### src/pin_mode_pkg.sv
// pin mode package: register indices, field layout, mode encodings, reset values
// assumes registers sit on a 32-bit word bus at byte address = 4 * index
package pin_mode_pkg;
   // ==========================================================
   // register indices and bus geometry
   localparam int ADDR_W = 12;
   localparam logic [7:0] IDX_PORT2_LOWER = 8'hb1;
   localparam logic [7:0] IDX_PORT2_UPPER = 8'hb2;
   localparam logic [7:0] IDX_PORT3_LOWER = 8'hb3;
   localparam logic [7:0] IDX_PORT3_UPPER = 8'hb4;
   localparam logic [7:0] IDX_MEM_ACCESS = 8'hc0;
   localparam logic [7:0] RESET_PIN_MODES = 8'h00;
   localparam logic [7:0] RESET_MEM_ACCESS = 8'h00;
   // ==========================================================
   // memory access control bit positions
   localparam int MAC_PORT0_SEL_BIT = 1;
   localparam int MAC_PORT2_SEL_BIT = 2;
   // ==========================================================
   // two-bit pin mode encodings, high bit then low bit
   localparam logic [1:0] MODE_QUASI = 2'h0;
   localparam logic [1:0] MODE_PUSH_PULL = 2'h1;
   localparam logic [1:0] MODE_OPEN_DRAIN = 2'h2;
   localparam logic [1:0] MODE_INPUT = 2'h3;
   // pins of port 3 that carry the external read and write strobes
   localparam int STROBE_WR_PIN = 6;
   localparam int STROBE_RD_PIN = 7;
   // ==========================================================
   // axi response codes
   localparam logic [1:0] RESP_OKAY = 2'h0;
   localparam logic [1:0] RESP_SLVERR = 2'h2;

   // byte address of a register from its index
   function automatic logic [ADDR_W-1:0] reg_addr(input logic [7:0] idx);
      reg_addr = {2'h0, idx, 2'h0};
   endfunction
endpackage

### src/port_pin_mode_config.sv
// port pin mode configuration: axi4-lite register file for port 2 and 3 pin modes
// assumes a 40 MHz core clock, an external-access pin from outside the clock domain,
// and port 3 output latch bits from core logic on the same clock
`timescale 1ns/1ps
module port_pin_mode_config
   import pin_mode_pkg::*;
(
   input wire logic clk_i,
   input wire logic reset_n_i,
   // axi4-lite slave
   input wire logic [ADDR_W-1:0] s_axi_awaddr_i,
   input wire logic s_axi_awvalid_i,
   output logic s_axi_awready_o,
   input wire logic [31:0] s_axi_wdata_i,
   input wire logic [3:0] s_axi_wstrb_i,
   input wire logic s_axi_wvalid_i,
   output logic s_axi_wready_o,
   output logic [1:0] s_axi_bresp_o,
   output logic s_axi_bvalid_o,
   input wire logic s_axi_bready_i,
   input wire logic [ADDR_W-1:0] s_axi_araddr_i,
   input wire logic s_axi_arvalid_i,
   output logic s_axi_arready_o,
   output logic [31:0] s_axi_rdata_o,
   output logic [1:0] s_axi_rresp_o,
   output logic s_axi_rvalid_o,
   input wire logic s_axi_rready_i,
   // device side
   input wire logic external_access_n_i, // pin, low selects external memory
   input wire logic [7:0] port3_latch_i, // port 3 output latch bits
   output logic [15:0] port2_eff_modes_o, // effective port 2 mode fields
   output logic [15:0] port3_eff_modes_o, // effective port 3 mode fields
   output logic [7:0] port2_pullup_o, // port 2 weak pull-up per pin
   output logic [7:0] port2_drive_high_o, // port 2 may drive high strongly
   output logic [7:0] port2_drive_low_o, // port 2 may drive low
   output logic [7:0] port3_pullup_o,
   output logic [7:0] port3_drive_high_o,
   output logic [7:0] port3_drive_low_o,
   output logic port2_address_bus_o, // port 2 carries external address
   output logic [7:0] port3_alt_enable_o // alternate function active per pin
);
   // ==========================================================
   // external-access pin synchroniser
   logic [2:0] ea_sync_ff, nxt_ea_sync; // three-stage sampler
   logic ea_low_ff, nxt_ea_low; // filtered level, 1 = external access
   // ==========================================================
   // registers
   logic [7:0] port2_lower_pin_modes_ff, nxt_port2_lower_pin_modes;
   logic [7:0] port2_upper_pin_modes_ff, nxt_port2_upper_pin_modes;
   logic [7:0] port3_lower_pin_modes_ff, nxt_port3_lower_pin_modes;
   logic [7:0] port3_upper_pin_modes_ff, nxt_port3_upper_pin_modes;
   logic [7:0] memory_access_control_ff, nxt_memory_access_control;
   // ==========================================================
   // bus state
   logic aw_free_ff, nxt_aw_free; // write address slot empty, drives awready
   logic w_free_ff, nxt_w_free; // write data slot empty, drives wready
   logic ar_free_ff, nxt_ar_free; // no read data pending, drives arready
   logic [ADDR_W-1:0] waddr_ff, nxt_waddr;
   logic [7:0] wdata_ff, nxt_wdata; // low byte lane only
   logic wlane_ff, nxt_wlane; // strobe of byte lane 0
   logic bvalid_ff, nxt_bvalid;
   logic [1:0] bresp_ff, nxt_bresp;
   logic rvalid_ff, nxt_rvalid;
   logic [31:0] rdata_ff, nxt_rdata;
   logic [1:0] rresp_ff, nxt_rresp;
   // ==========================================================
   // effective pin state
   logic [15:0] p2_eff_ff, nxt_p2_eff, p3_eff_ff, nxt_p3_eff; // effective mode fields
   logic [7:0] p2_pu_ff, p2_dh_ff, p2_dl_ff, p3_pu_ff, p3_dh_ff, p3_dl_ff;
   logic p2_bus_ff, nxt_p2_bus;
   logic [7:0] p3_alt_ff, nxt_p3_alt;
   logic [7:0] p2_pu, p2_pp, p2_od, p3_pu, p3_pp, p3_od; // decoder outputs
   logic ext_mem, p2_ext; // external memory in use
   // does this address hit a register
   function automatic logic addr_mapped(input logic [ADDR_W-1:0] a);
      addr_mapped = (a == reg_addr(IDX_PORT2_LOWER)) || (a == reg_addr(IDX_PORT2_UPPER))
         || (a == reg_addr(IDX_PORT3_LOWER)) || (a == reg_addr(IDX_PORT3_UPPER))
         || (a == reg_addr(IDX_MEM_ACCESS));
   endfunction
   // ==========================================================
   // synchroniser next state: change counts once stages 2 and 3 agree
   always_comb begin
      nxt_ea_sync = {ea_sync_ff[1:0], ~external_access_n_i};
      nxt_ea_low = (ea_sync_ff[1] == ea_sync_ff[2]) ? ea_sync_ff[2] : ea_low_ff;
   end
   // synchroniser registers
   always_ff @(posedge clk_i or negedge reset_n_i) begin
      if (!reset_n_i) begin
         ea_sync_ff <= 3'h0;
         ea_low_ff <= 1'b0;
      end else begin
         ea_sync_ff <= nxt_ea_sync;
         ea_low_ff <= nxt_ea_low;
      end
   end

   // ==========================================================
   // axi write and read channels, register updates
   always_comb begin
      nxt_aw_free = aw_free_ff;
      nxt_w_free = w_free_ff;
      nxt_waddr = waddr_ff;
      nxt_wdata = wdata_ff;
      nxt_wlane = wlane_ff;
      nxt_bvalid = bvalid_ff;
      nxt_bresp = bresp_ff;
      nxt_rvalid = rvalid_ff;
      nxt_rdata = rdata_ff;
      nxt_rresp = rresp_ff;
      nxt_port2_lower_pin_modes = port2_lower_pin_modes_ff;
      nxt_port2_upper_pin_modes = port2_upper_pin_modes_ff;
      nxt_port3_lower_pin_modes = port3_lower_pin_modes_ff;
      nxt_port3_upper_pin_modes = port3_upper_pin_modes_ff;
      nxt_memory_access_control = memory_access_control_ff;
      // capture address and data in either order
      if (s_axi_awvalid_i && aw_free_ff) begin
         nxt_aw_free = 1'b0;
         nxt_waddr = s_axi_awaddr_i;
      end
      if (s_axi_wvalid_i && w_free_ff) begin
         nxt_w_free = 1'b0;
         nxt_wdata = s_axi_wdata_i[7:0];
         nxt_wlane = s_axi_wstrb_i[0];
      end
      // both held and no response pending: commit whole byte if the lane 0 strobe is set
      if (!aw_free_ff && !w_free_ff && !bvalid_ff) begin
         nxt_aw_free = 1'b1;
         nxt_w_free = 1'b1;
         nxt_bvalid = 1'b1;
         nxt_bresp = addr_mapped(waddr_ff) ? RESP_OKAY : RESP_SLVERR;
         if (wlane_ff) begin
            case (waddr_ff)
               reg_addr(IDX_PORT2_LOWER): nxt_port2_lower_pin_modes = wdata_ff;
               reg_addr(IDX_PORT2_UPPER): nxt_port2_upper_pin_modes = wdata_ff;
               reg_addr(IDX_PORT3_LOWER): nxt_port3_lower_pin_modes = wdata_ff;
               reg_addr(IDX_PORT3_UPPER): nxt_port3_upper_pin_modes = wdata_ff;
               reg_addr(IDX_MEM_ACCESS): nxt_memory_access_control = wdata_ff;
               default: ; // unmapped: response only, nothing stored
            endcase
         end
      end
      // response retires when taken
      if (bvalid_ff && s_axi_bready_i) begin
         nxt_bvalid = 1'b0;
      end
      // read: take address while no data pending
      if (rvalid_ff && s_axi_rready_i) begin
         nxt_rvalid = 1'b0;
      end
      if (s_axi_arvalid_i && ar_free_ff) begin
         nxt_rvalid = 1'b1;
         nxt_rresp = addr_mapped(s_axi_araddr_i) ? RESP_OKAY : RESP_SLVERR;
         case (s_axi_araddr_i)
            reg_addr(IDX_PORT2_LOWER): nxt_rdata = {24'h0, port2_lower_pin_modes_ff};
            reg_addr(IDX_PORT2_UPPER): nxt_rdata = {24'h0, port2_upper_pin_modes_ff};
            reg_addr(IDX_PORT3_LOWER): nxt_rdata = {24'h0, port3_lower_pin_modes_ff};
            reg_addr(IDX_PORT3_UPPER): nxt_rdata = {24'h0, port3_upper_pin_modes_ff};
            reg_addr(IDX_MEM_ACCESS): nxt_rdata = {24'h0, memory_access_control_ff};
            default: nxt_rdata = 32'h0; // unmapped reads return zero
         endcase
      end
      // arready is its own flop so the port needs no inverter
      nxt_ar_free = !nxt_rvalid;
   end
   // bus and register flip-flops
   always_ff @(posedge clk_i or negedge reset_n_i) begin
      if (!reset_n_i) begin
         aw_free_ff <= 1'b1;
         w_free_ff <= 1'b1;
         ar_free_ff <= 1'b1;
         waddr_ff <= '0;
         wdata_ff <= 8'h00;
         wlane_ff <= 1'b0;
         bvalid_ff <= 1'b0;
         bresp_ff <= RESP_OKAY;
         rvalid_ff <= 1'b0;
         rdata_ff <= 32'h0;
         rresp_ff <= RESP_OKAY;
         port2_lower_pin_modes_ff <= RESET_PIN_MODES;
         port2_upper_pin_modes_ff <= RESET_PIN_MODES;
         port3_lower_pin_modes_ff <= RESET_PIN_MODES;
         port3_upper_pin_modes_ff <= RESET_PIN_MODES;
         memory_access_control_ff <= RESET_MEM_ACCESS;
      end else begin
         aw_free_ff <= nxt_aw_free;
         w_free_ff <= nxt_w_free;
         ar_free_ff <= nxt_ar_free;
         waddr_ff <= nxt_waddr;
         wdata_ff <= nxt_wdata;
         wlane_ff <= nxt_wlane;
         bvalid_ff <= nxt_bvalid;
         bresp_ff <= nxt_bresp;
         rvalid_ff <= nxt_rvalid;
         rdata_ff <= nxt_rdata;
         rresp_ff <= nxt_rresp;
         port2_lower_pin_modes_ff <= nxt_port2_lower_pin_modes;
         port2_upper_pin_modes_ff <= nxt_port2_upper_pin_modes;
         port3_lower_pin_modes_ff <= nxt_port3_lower_pin_modes;
         port3_upper_pin_modes_ff <= nxt_port3_upper_pin_modes;
         memory_access_control_ff <= nxt_memory_access_control;
      end
   end
   // ==========================================================
   // effective modes after external-memory overrides
   always_comb begin
      p2_ext = ea_low_ff || memory_access_control_ff[MAC_PORT2_SEL_BIT];
      ext_mem = p2_ext || memory_access_control_ff[MAC_PORT0_SEL_BIT];
      // field packing: pin n in bits 2n+1..2n
      nxt_p2_eff = {port2_upper_pin_modes_ff, port2_lower_pin_modes_ff};
      nxt_p3_eff = {port3_upper_pin_modes_ff, port3_lower_pin_modes_ff};
      nxt_p2_bus = p2_ext;
      if (p2_ext) begin
         // port 2 becomes address bus, strong drive on every pin
         nxt_p2_eff = {8{MODE_PUSH_PULL}};
      end
      // alternate function with latch at 1; strobe pins also under external memory
      nxt_p3_alt = port3_latch_i;
      if (ext_mem) begin
         // strobe pins ignore their modes and drive active-low strobes
         nxt_p3_eff[2*STROBE_RD_PIN +: 2] = MODE_PUSH_PULL;
         nxt_p3_eff[2*STROBE_WR_PIN +: 2] = MODE_PUSH_PULL;
         nxt_p3_alt[STROBE_RD_PIN] = 1'b1;
         nxt_p3_alt[STROBE_WR_PIN] = 1'b1;
      end
   end
   // decode of the current effective fields
   pin_mode_decode #(.PINS(8)) u_p2_decode (
      .modes_i(nxt_p2_eff),
      .pullup_o(p2_pu),
      .push_pull_o(p2_pp),
      .open_drain_o(p2_od),
      .input_only_o()
   );
   pin_mode_decode #(.PINS(8)) u_p3_decode (
      .modes_i(nxt_p3_eff),
      .pullup_o(p3_pu),
      .push_pull_o(p3_pp),
      .open_drain_o(p3_od),
      .input_only_o()
   );
   // effective pin state registers
   always_ff @(posedge clk_i or negedge reset_n_i) begin
      if (!reset_n_i) begin
         p2_eff_ff <= 16'h0;
         p3_eff_ff <= 16'h0;
         p2_pu_ff <= 8'hff;
         p2_dh_ff <= 8'h00;
         p2_dl_ff <= 8'hff;
         p3_pu_ff <= 8'hff;
         p3_dh_ff <= 8'h00;
         p3_dl_ff <= 8'hff;
         p2_bus_ff <= 1'b0;
         p3_alt_ff <= 8'h00;
      end else begin
         p2_eff_ff <= nxt_p2_eff;
         p3_eff_ff <= nxt_p3_eff;
         p2_pu_ff <= p2_pu;
         p2_dh_ff <= p2_pp;
         p2_dl_ff <= p2_pu | p2_pp | p2_od;
         p3_pu_ff <= p3_pu;
         p3_dh_ff <= p3_pp;
         p3_dl_ff <= p3_pu | p3_pp | p3_od;
         p2_bus_ff <= nxt_p2_bus;
         p3_alt_ff <= nxt_p3_alt;
      end
   end

   // ==========================================================
   // outputs straight from flip-flops
   assign s_axi_awready_o = aw_free_ff;
   assign s_axi_wready_o = w_free_ff;
   assign s_axi_bvalid_o = bvalid_ff;
   assign s_axi_bresp_o = bresp_ff;
   assign s_axi_arready_o = ar_free_ff;
   assign s_axi_rvalid_o = rvalid_ff;
   assign s_axi_rdata_o = rdata_ff;
   assign s_axi_rresp_o = rresp_ff;
   assign port2_eff_modes_o = p2_eff_ff;
   assign port3_eff_modes_o = p3_eff_ff;
   assign port2_pullup_o = p2_pu_ff;
   assign port2_drive_high_o = p2_dh_ff;
   assign port2_drive_low_o = p2_dl_ff;
   assign port3_pullup_o = p3_pu_ff;
   assign port3_drive_high_o = p3_dh_ff;
   assign port3_drive_low_o = p3_dl_ff;
   assign port2_address_bus_o = p2_bus_ff;
   assign port3_alt_enable_o = p3_alt_ff;
endmodule

### src/pin_mode_decode.sv
// pin mode decode: turns packed two-bit mode fields into per-pin drive controls
// assumes fields are packed pin 0 in bits 1-0 upward; purely combinational
`timescale 1ns/1ps
module pin_mode_decode
   import pin_mode_pkg::*;
#(
   parameter int PINS = 8
) (
   input wire logic [2*PINS-1:0] modes_i, // packed mode fields
   output logic [PINS-1:0] pullup_o, // weak pull-up enabled
   output logic [PINS-1:0] push_pull_o, // strong drive both ways
   output logic [PINS-1:0] open_drain_o, // drive low only
   output logic [PINS-1:0] input_only_o // output driver off
);
   // ==========================================================
   // per-pin decode of the mode field
   always_comb begin
      pullup_o = '0;
      push_pull_o = '0;
      open_drain_o = '0;
      input_only_o = '0;
      for (int i = 0; i < PINS; i++) begin
         unique case (modes_i[2*i +: 2])
            MODE_QUASI: pullup_o[i] = 1'b1;
            MODE_PUSH_PULL: push_pull_o[i] = 1'b1;
            MODE_OPEN_DRAIN: open_drain_o[i] = 1'b1;
            MODE_INPUT: input_only_o[i] = 1'b1;
         endcase
      end
   end
endmodule

### config.mk
export PLATFORM = sky130hd
export DESIGN_NAME = port_pin_mode_config
export DESIGN_NICKNAME = d
export VERILOG_FILES = /design/src/pin_mode_pkg.sv /design/src/port_pin_mode_config.sv /design/src/pin_mode_decode.sv
export SDC_FILE = /design/constraint.sdc
export NUM_CORES = 1
export LEC_CHECK = 0
export BUFFER_PORTS_ARGS = -buffer_cell sky130_fd_sc_hd__buf_2
export CORE_ASPECT_RATIO = 1.5
export CORE_MARGIN = 4
export CORE_UTILIZATION = 45
export DETAILED_ROUTE_END_ITERATION = 8
export PLACE_DENSITY = 0.83
export REMOVE_ABC_BUFFERS = 1
export SLEW_MARGIN = 20
export SYNTH_ARGS = -nofsm -noshare
export SYNTH_HDL_FRONTEND = slang
export SYNTH_SLANG_ARGS = --single-unit
### constraint.sdc
create_clock -name clk_i -period 1.9 [get_ports clk_i]
set_input_delay 0 -clock clk_i [delete_from_list [all_inputs] [get_ports clk_i]]
set_output_delay 0 -clock clk_i [all_outputs]
set_load 0.01 [all_outputs]
==> results.cfg <==
[sta]
tns_ps = 0
worstMarginPinSlew_ps = 600
setup_viol = 0
finalCritPeriodShare = 0.995
period_minus_slack_ps = 1890
slew_violations = 0
relSlewSlack = 0.598
fmax_mhz = 529
rsz0062_at_grt = yes
worst_slack_ps = 9.79
skew_ps = 8.92
hold_viol_final = 0

[placed_design]
port_buffers = 152
dp_slack_ps = -96.4
place_hpwl_um = 10300
place_congestion = 0.801

[global_routing]
grt_pass1_vias = 4669
antenna_found_initial = 0
grt_start_max_net_pins = 58
track_usage = 0.191
grt_pass1_wl_um = 23800
grt_overflow = 0

[clock_tree]
path_clk_slew_ps = 70
cts.htree.levels = 4
numCtsBuffers = 17
cts_tree = yes
cts_root_buf = clkbuf_16
clock_sinks = 169
clkLatencyLatePin_ps = 410
clk_path_buf_depth = 2

[setup_path]
criticalPathCategory = flip-flop to flip-flop
crit_fanout = 8
critPathCaptureType = flip-flop
critical_path_required_ps = 2190
crit_path_frequent_cell = buf_6
path_cells = nor4b_4 > nand4_4 > buf_6 > nor3_4 > buf_6 > mux2_2
critical-path-max-stage-delay_ps = 400
arrival_ps = 2180
startpoint_type = flip-flop
cp_slowest_cell = dfrtp_1

[finish]
drive_above_1_share = 0.463
finalNetCount = 739
syn_to_final_growth_pct = 34.4
antennaDiodeCount = 0

[synth]
async_flop_share = 1.00
netlist_area_mm2 = 0.00626
syn_inst = 445
ys.flop_type = dfrtp_1
syn_avg_cell_area_um2 = 14.1
ys_ff_latch = 169
synth-edff-count = 0
yosys_warnings = 0
synth_cell_types = 37
yosysSeqAreaShare = 0.682

[routing]
ant_nets = 0
detail_route.iter0.violations = 265
drc = 0
dr.pass1.iters = 4
drt-total-wl_um = 14600
viasPerCell = 5.02
via_count = 4210
routedWlPerCell_um = 17.4

[pwr]
power_density_mw_per_mm2 = 1120
ir_worst_vdd_uv = 799
p_leak_uw = 0.00412

[job]
drv.max_cap_violation_count = 0

[die]
die-area_mm2 = 0.0159
fp-row-count = 52
core_area_mm2 = 0.0136
boundaryPins = 206
initial_core_util = 0.461
die-height_um = 153
die_x_um = 104

[worst_hold_path]
hold_path.class = primary input to flip-flop

[outcome]
status = finished, final reports clean
## area by class of cell
type,instances,area [µm²]
clock inverter,15,234
clock buffer,17,425
multi-input combinational,249,1900
timing repair buffer,207,1320
fill,1010,5180
inverter,19,71.3
sequential,169,4270
tap,162,203
## final timing paths
path	startpoint	end	slack [ps]	cells after the start
worst min register to register	ea_sync_ff[0]	ea_sync_ff[1]	350	0
worst min-delay path	s_axi_araddr_i[8]	s_axi_rresp_o[1]	50	4
max in group asynchronous	reset_n_i	port3_pullup_o[6]	1010	3
worst max register to register	waddr_ff[1]	port3_upper_pin_modes_ff[2]	10	6
min in group asynchronous	reset_n_i	port2_eff_modes_o[1]	130	2
worst max-delay path	waddr_ff[1]	port3_upper_pin_modes_ff[2]	10	6
## layout by cell type (no fill, tap or decap), drive strengths merged
cell,n
nor3,4
maj3,1
nand3,2
a31oi,1
conb,26
nor4b,4
clkinv,2
dfstp,35
nand3b,2
o21ai,14
clkbuf,17
nor4bb,1
inv,25
nand2,41
dlygate4sd3,38
dfrtp,134
or3,5
nor2b,7
nor2,32
o22ai,1
nand4,1
or4b,1
buf,169
a211oi,1
nor4,1
or2,1
a22oi,16
o221ai,8
and2,10
bufinv,5
nand4b,1
clkinvlp,2
mux2,65
a21oi,3
## critical path: cells and delay by family (launching register included)
family | cells | cell delay [ps]
buffers and inverters | 2 | 350
and+or+nand+nor | 3 | 680
muxes | 1 | 340
DFF | 1 | 400
## synthesized netlist by cell type (2+ instances only)
master      n  area (µm²)
inv_1      18        67.6
dfrtp_1   134        3350
nor2b_1     7        43.8
nand3_1     2        10.0
or3_1       5        31.3
a21oi_1     3        15.0
mux2_2     57         642
nor4b_4     2        47.6
mux2_4      8         120
nand3b_1    2        15.0
o21ai_0    14        70.1
nor3_2      2        20.0
clkbuf_1    4        15.0
and2_1     10        62.6
o221ai_1    8        70.1
nand2_1    41         154
a22oi_1    16         120
dfstp_2    35         920
buf_1       2        7.51
nor2_1     32         120
buf_4      26         195
nor4b_1     2        17.5
## state kept, by name (all words and copies together) (netlist names), 3 cells and up
signal                    flops
port2_drive_low_o             8
port3_pullup_o                8
port3_alt_enable_o            8
port3_drive_low_o             8
memory_access_control_ff      8
port3_drive_high_o            8
port2_lower_pin_modes_ff      8
port3_upper_pin_modes_ff      8
port3_lower_pin_modes_ff      8
s_axi_rdata_o                 8
wdata_ff                      8
port2_pullup_o                8
port2_drive_high_o            8
port3_eff_modes_o            16
ea_sync_ff                    3
waddr_ff                     12
port2_eff_modes_o            16
port2_upper_pin_modes_ff      8
## through the flow
stage,util,power (µW),instance area [µm²],hold WS [ps],std cells
2_1_floorplan,-,4970,6130,-296,437
3_3_place_gp,0.533,5430,7250,-12.0,768
3_5_place_dp,0.533,5520,7250,3.35,768
4_1_cts,0.615,9430,8370,22.6,838
5_1_grt,0.619,9800,8420,61.9,838
6_report,0.619,9400,8420,45.3,838
## timing repair
item,4_1_cts,5_1_grt
setup endpoints to repair,41,46
hold buffers,38,0
pin swaps,5,1
endpoints found under the hold margin,103,0
resized for setup,18,14
setup buffers,0,1
## per-layer routing
layer  track usage  vias up  wire, µm
li1              -     1898         -
met1         0.204     2102      5170
met2         0.348      170      8110
met3        0.0479       40       866
met4        0.0919        0       451
met5             0        -         0
## report_power, final
| group | internal (µW) | leakage (µW) | switching [µW] |
|---|---|---|---|
| Sequential | 4010 | 0.00210 | 380 |
| Clock | 2370 | 0.000318 | 1460 |
| Combinational | 588 | 0.00170 | 602 |
| Total | 6960 | 0.00412 | 2440 |
## logic make-up after synthesis
kind of cell,Yosys count,share of synthesized area
AND/OR/NAND/NOR,113,0.0991
multiplexers,65,0.122
AO/OA/AOI/OAI,44,0.0471
flip-flops,169,0.682
adder cells (fa/ha/maj),1,0.00160
other,1,0.000599
buffers and inverters,52,0.0479
(Power assumes the default switching activity.)
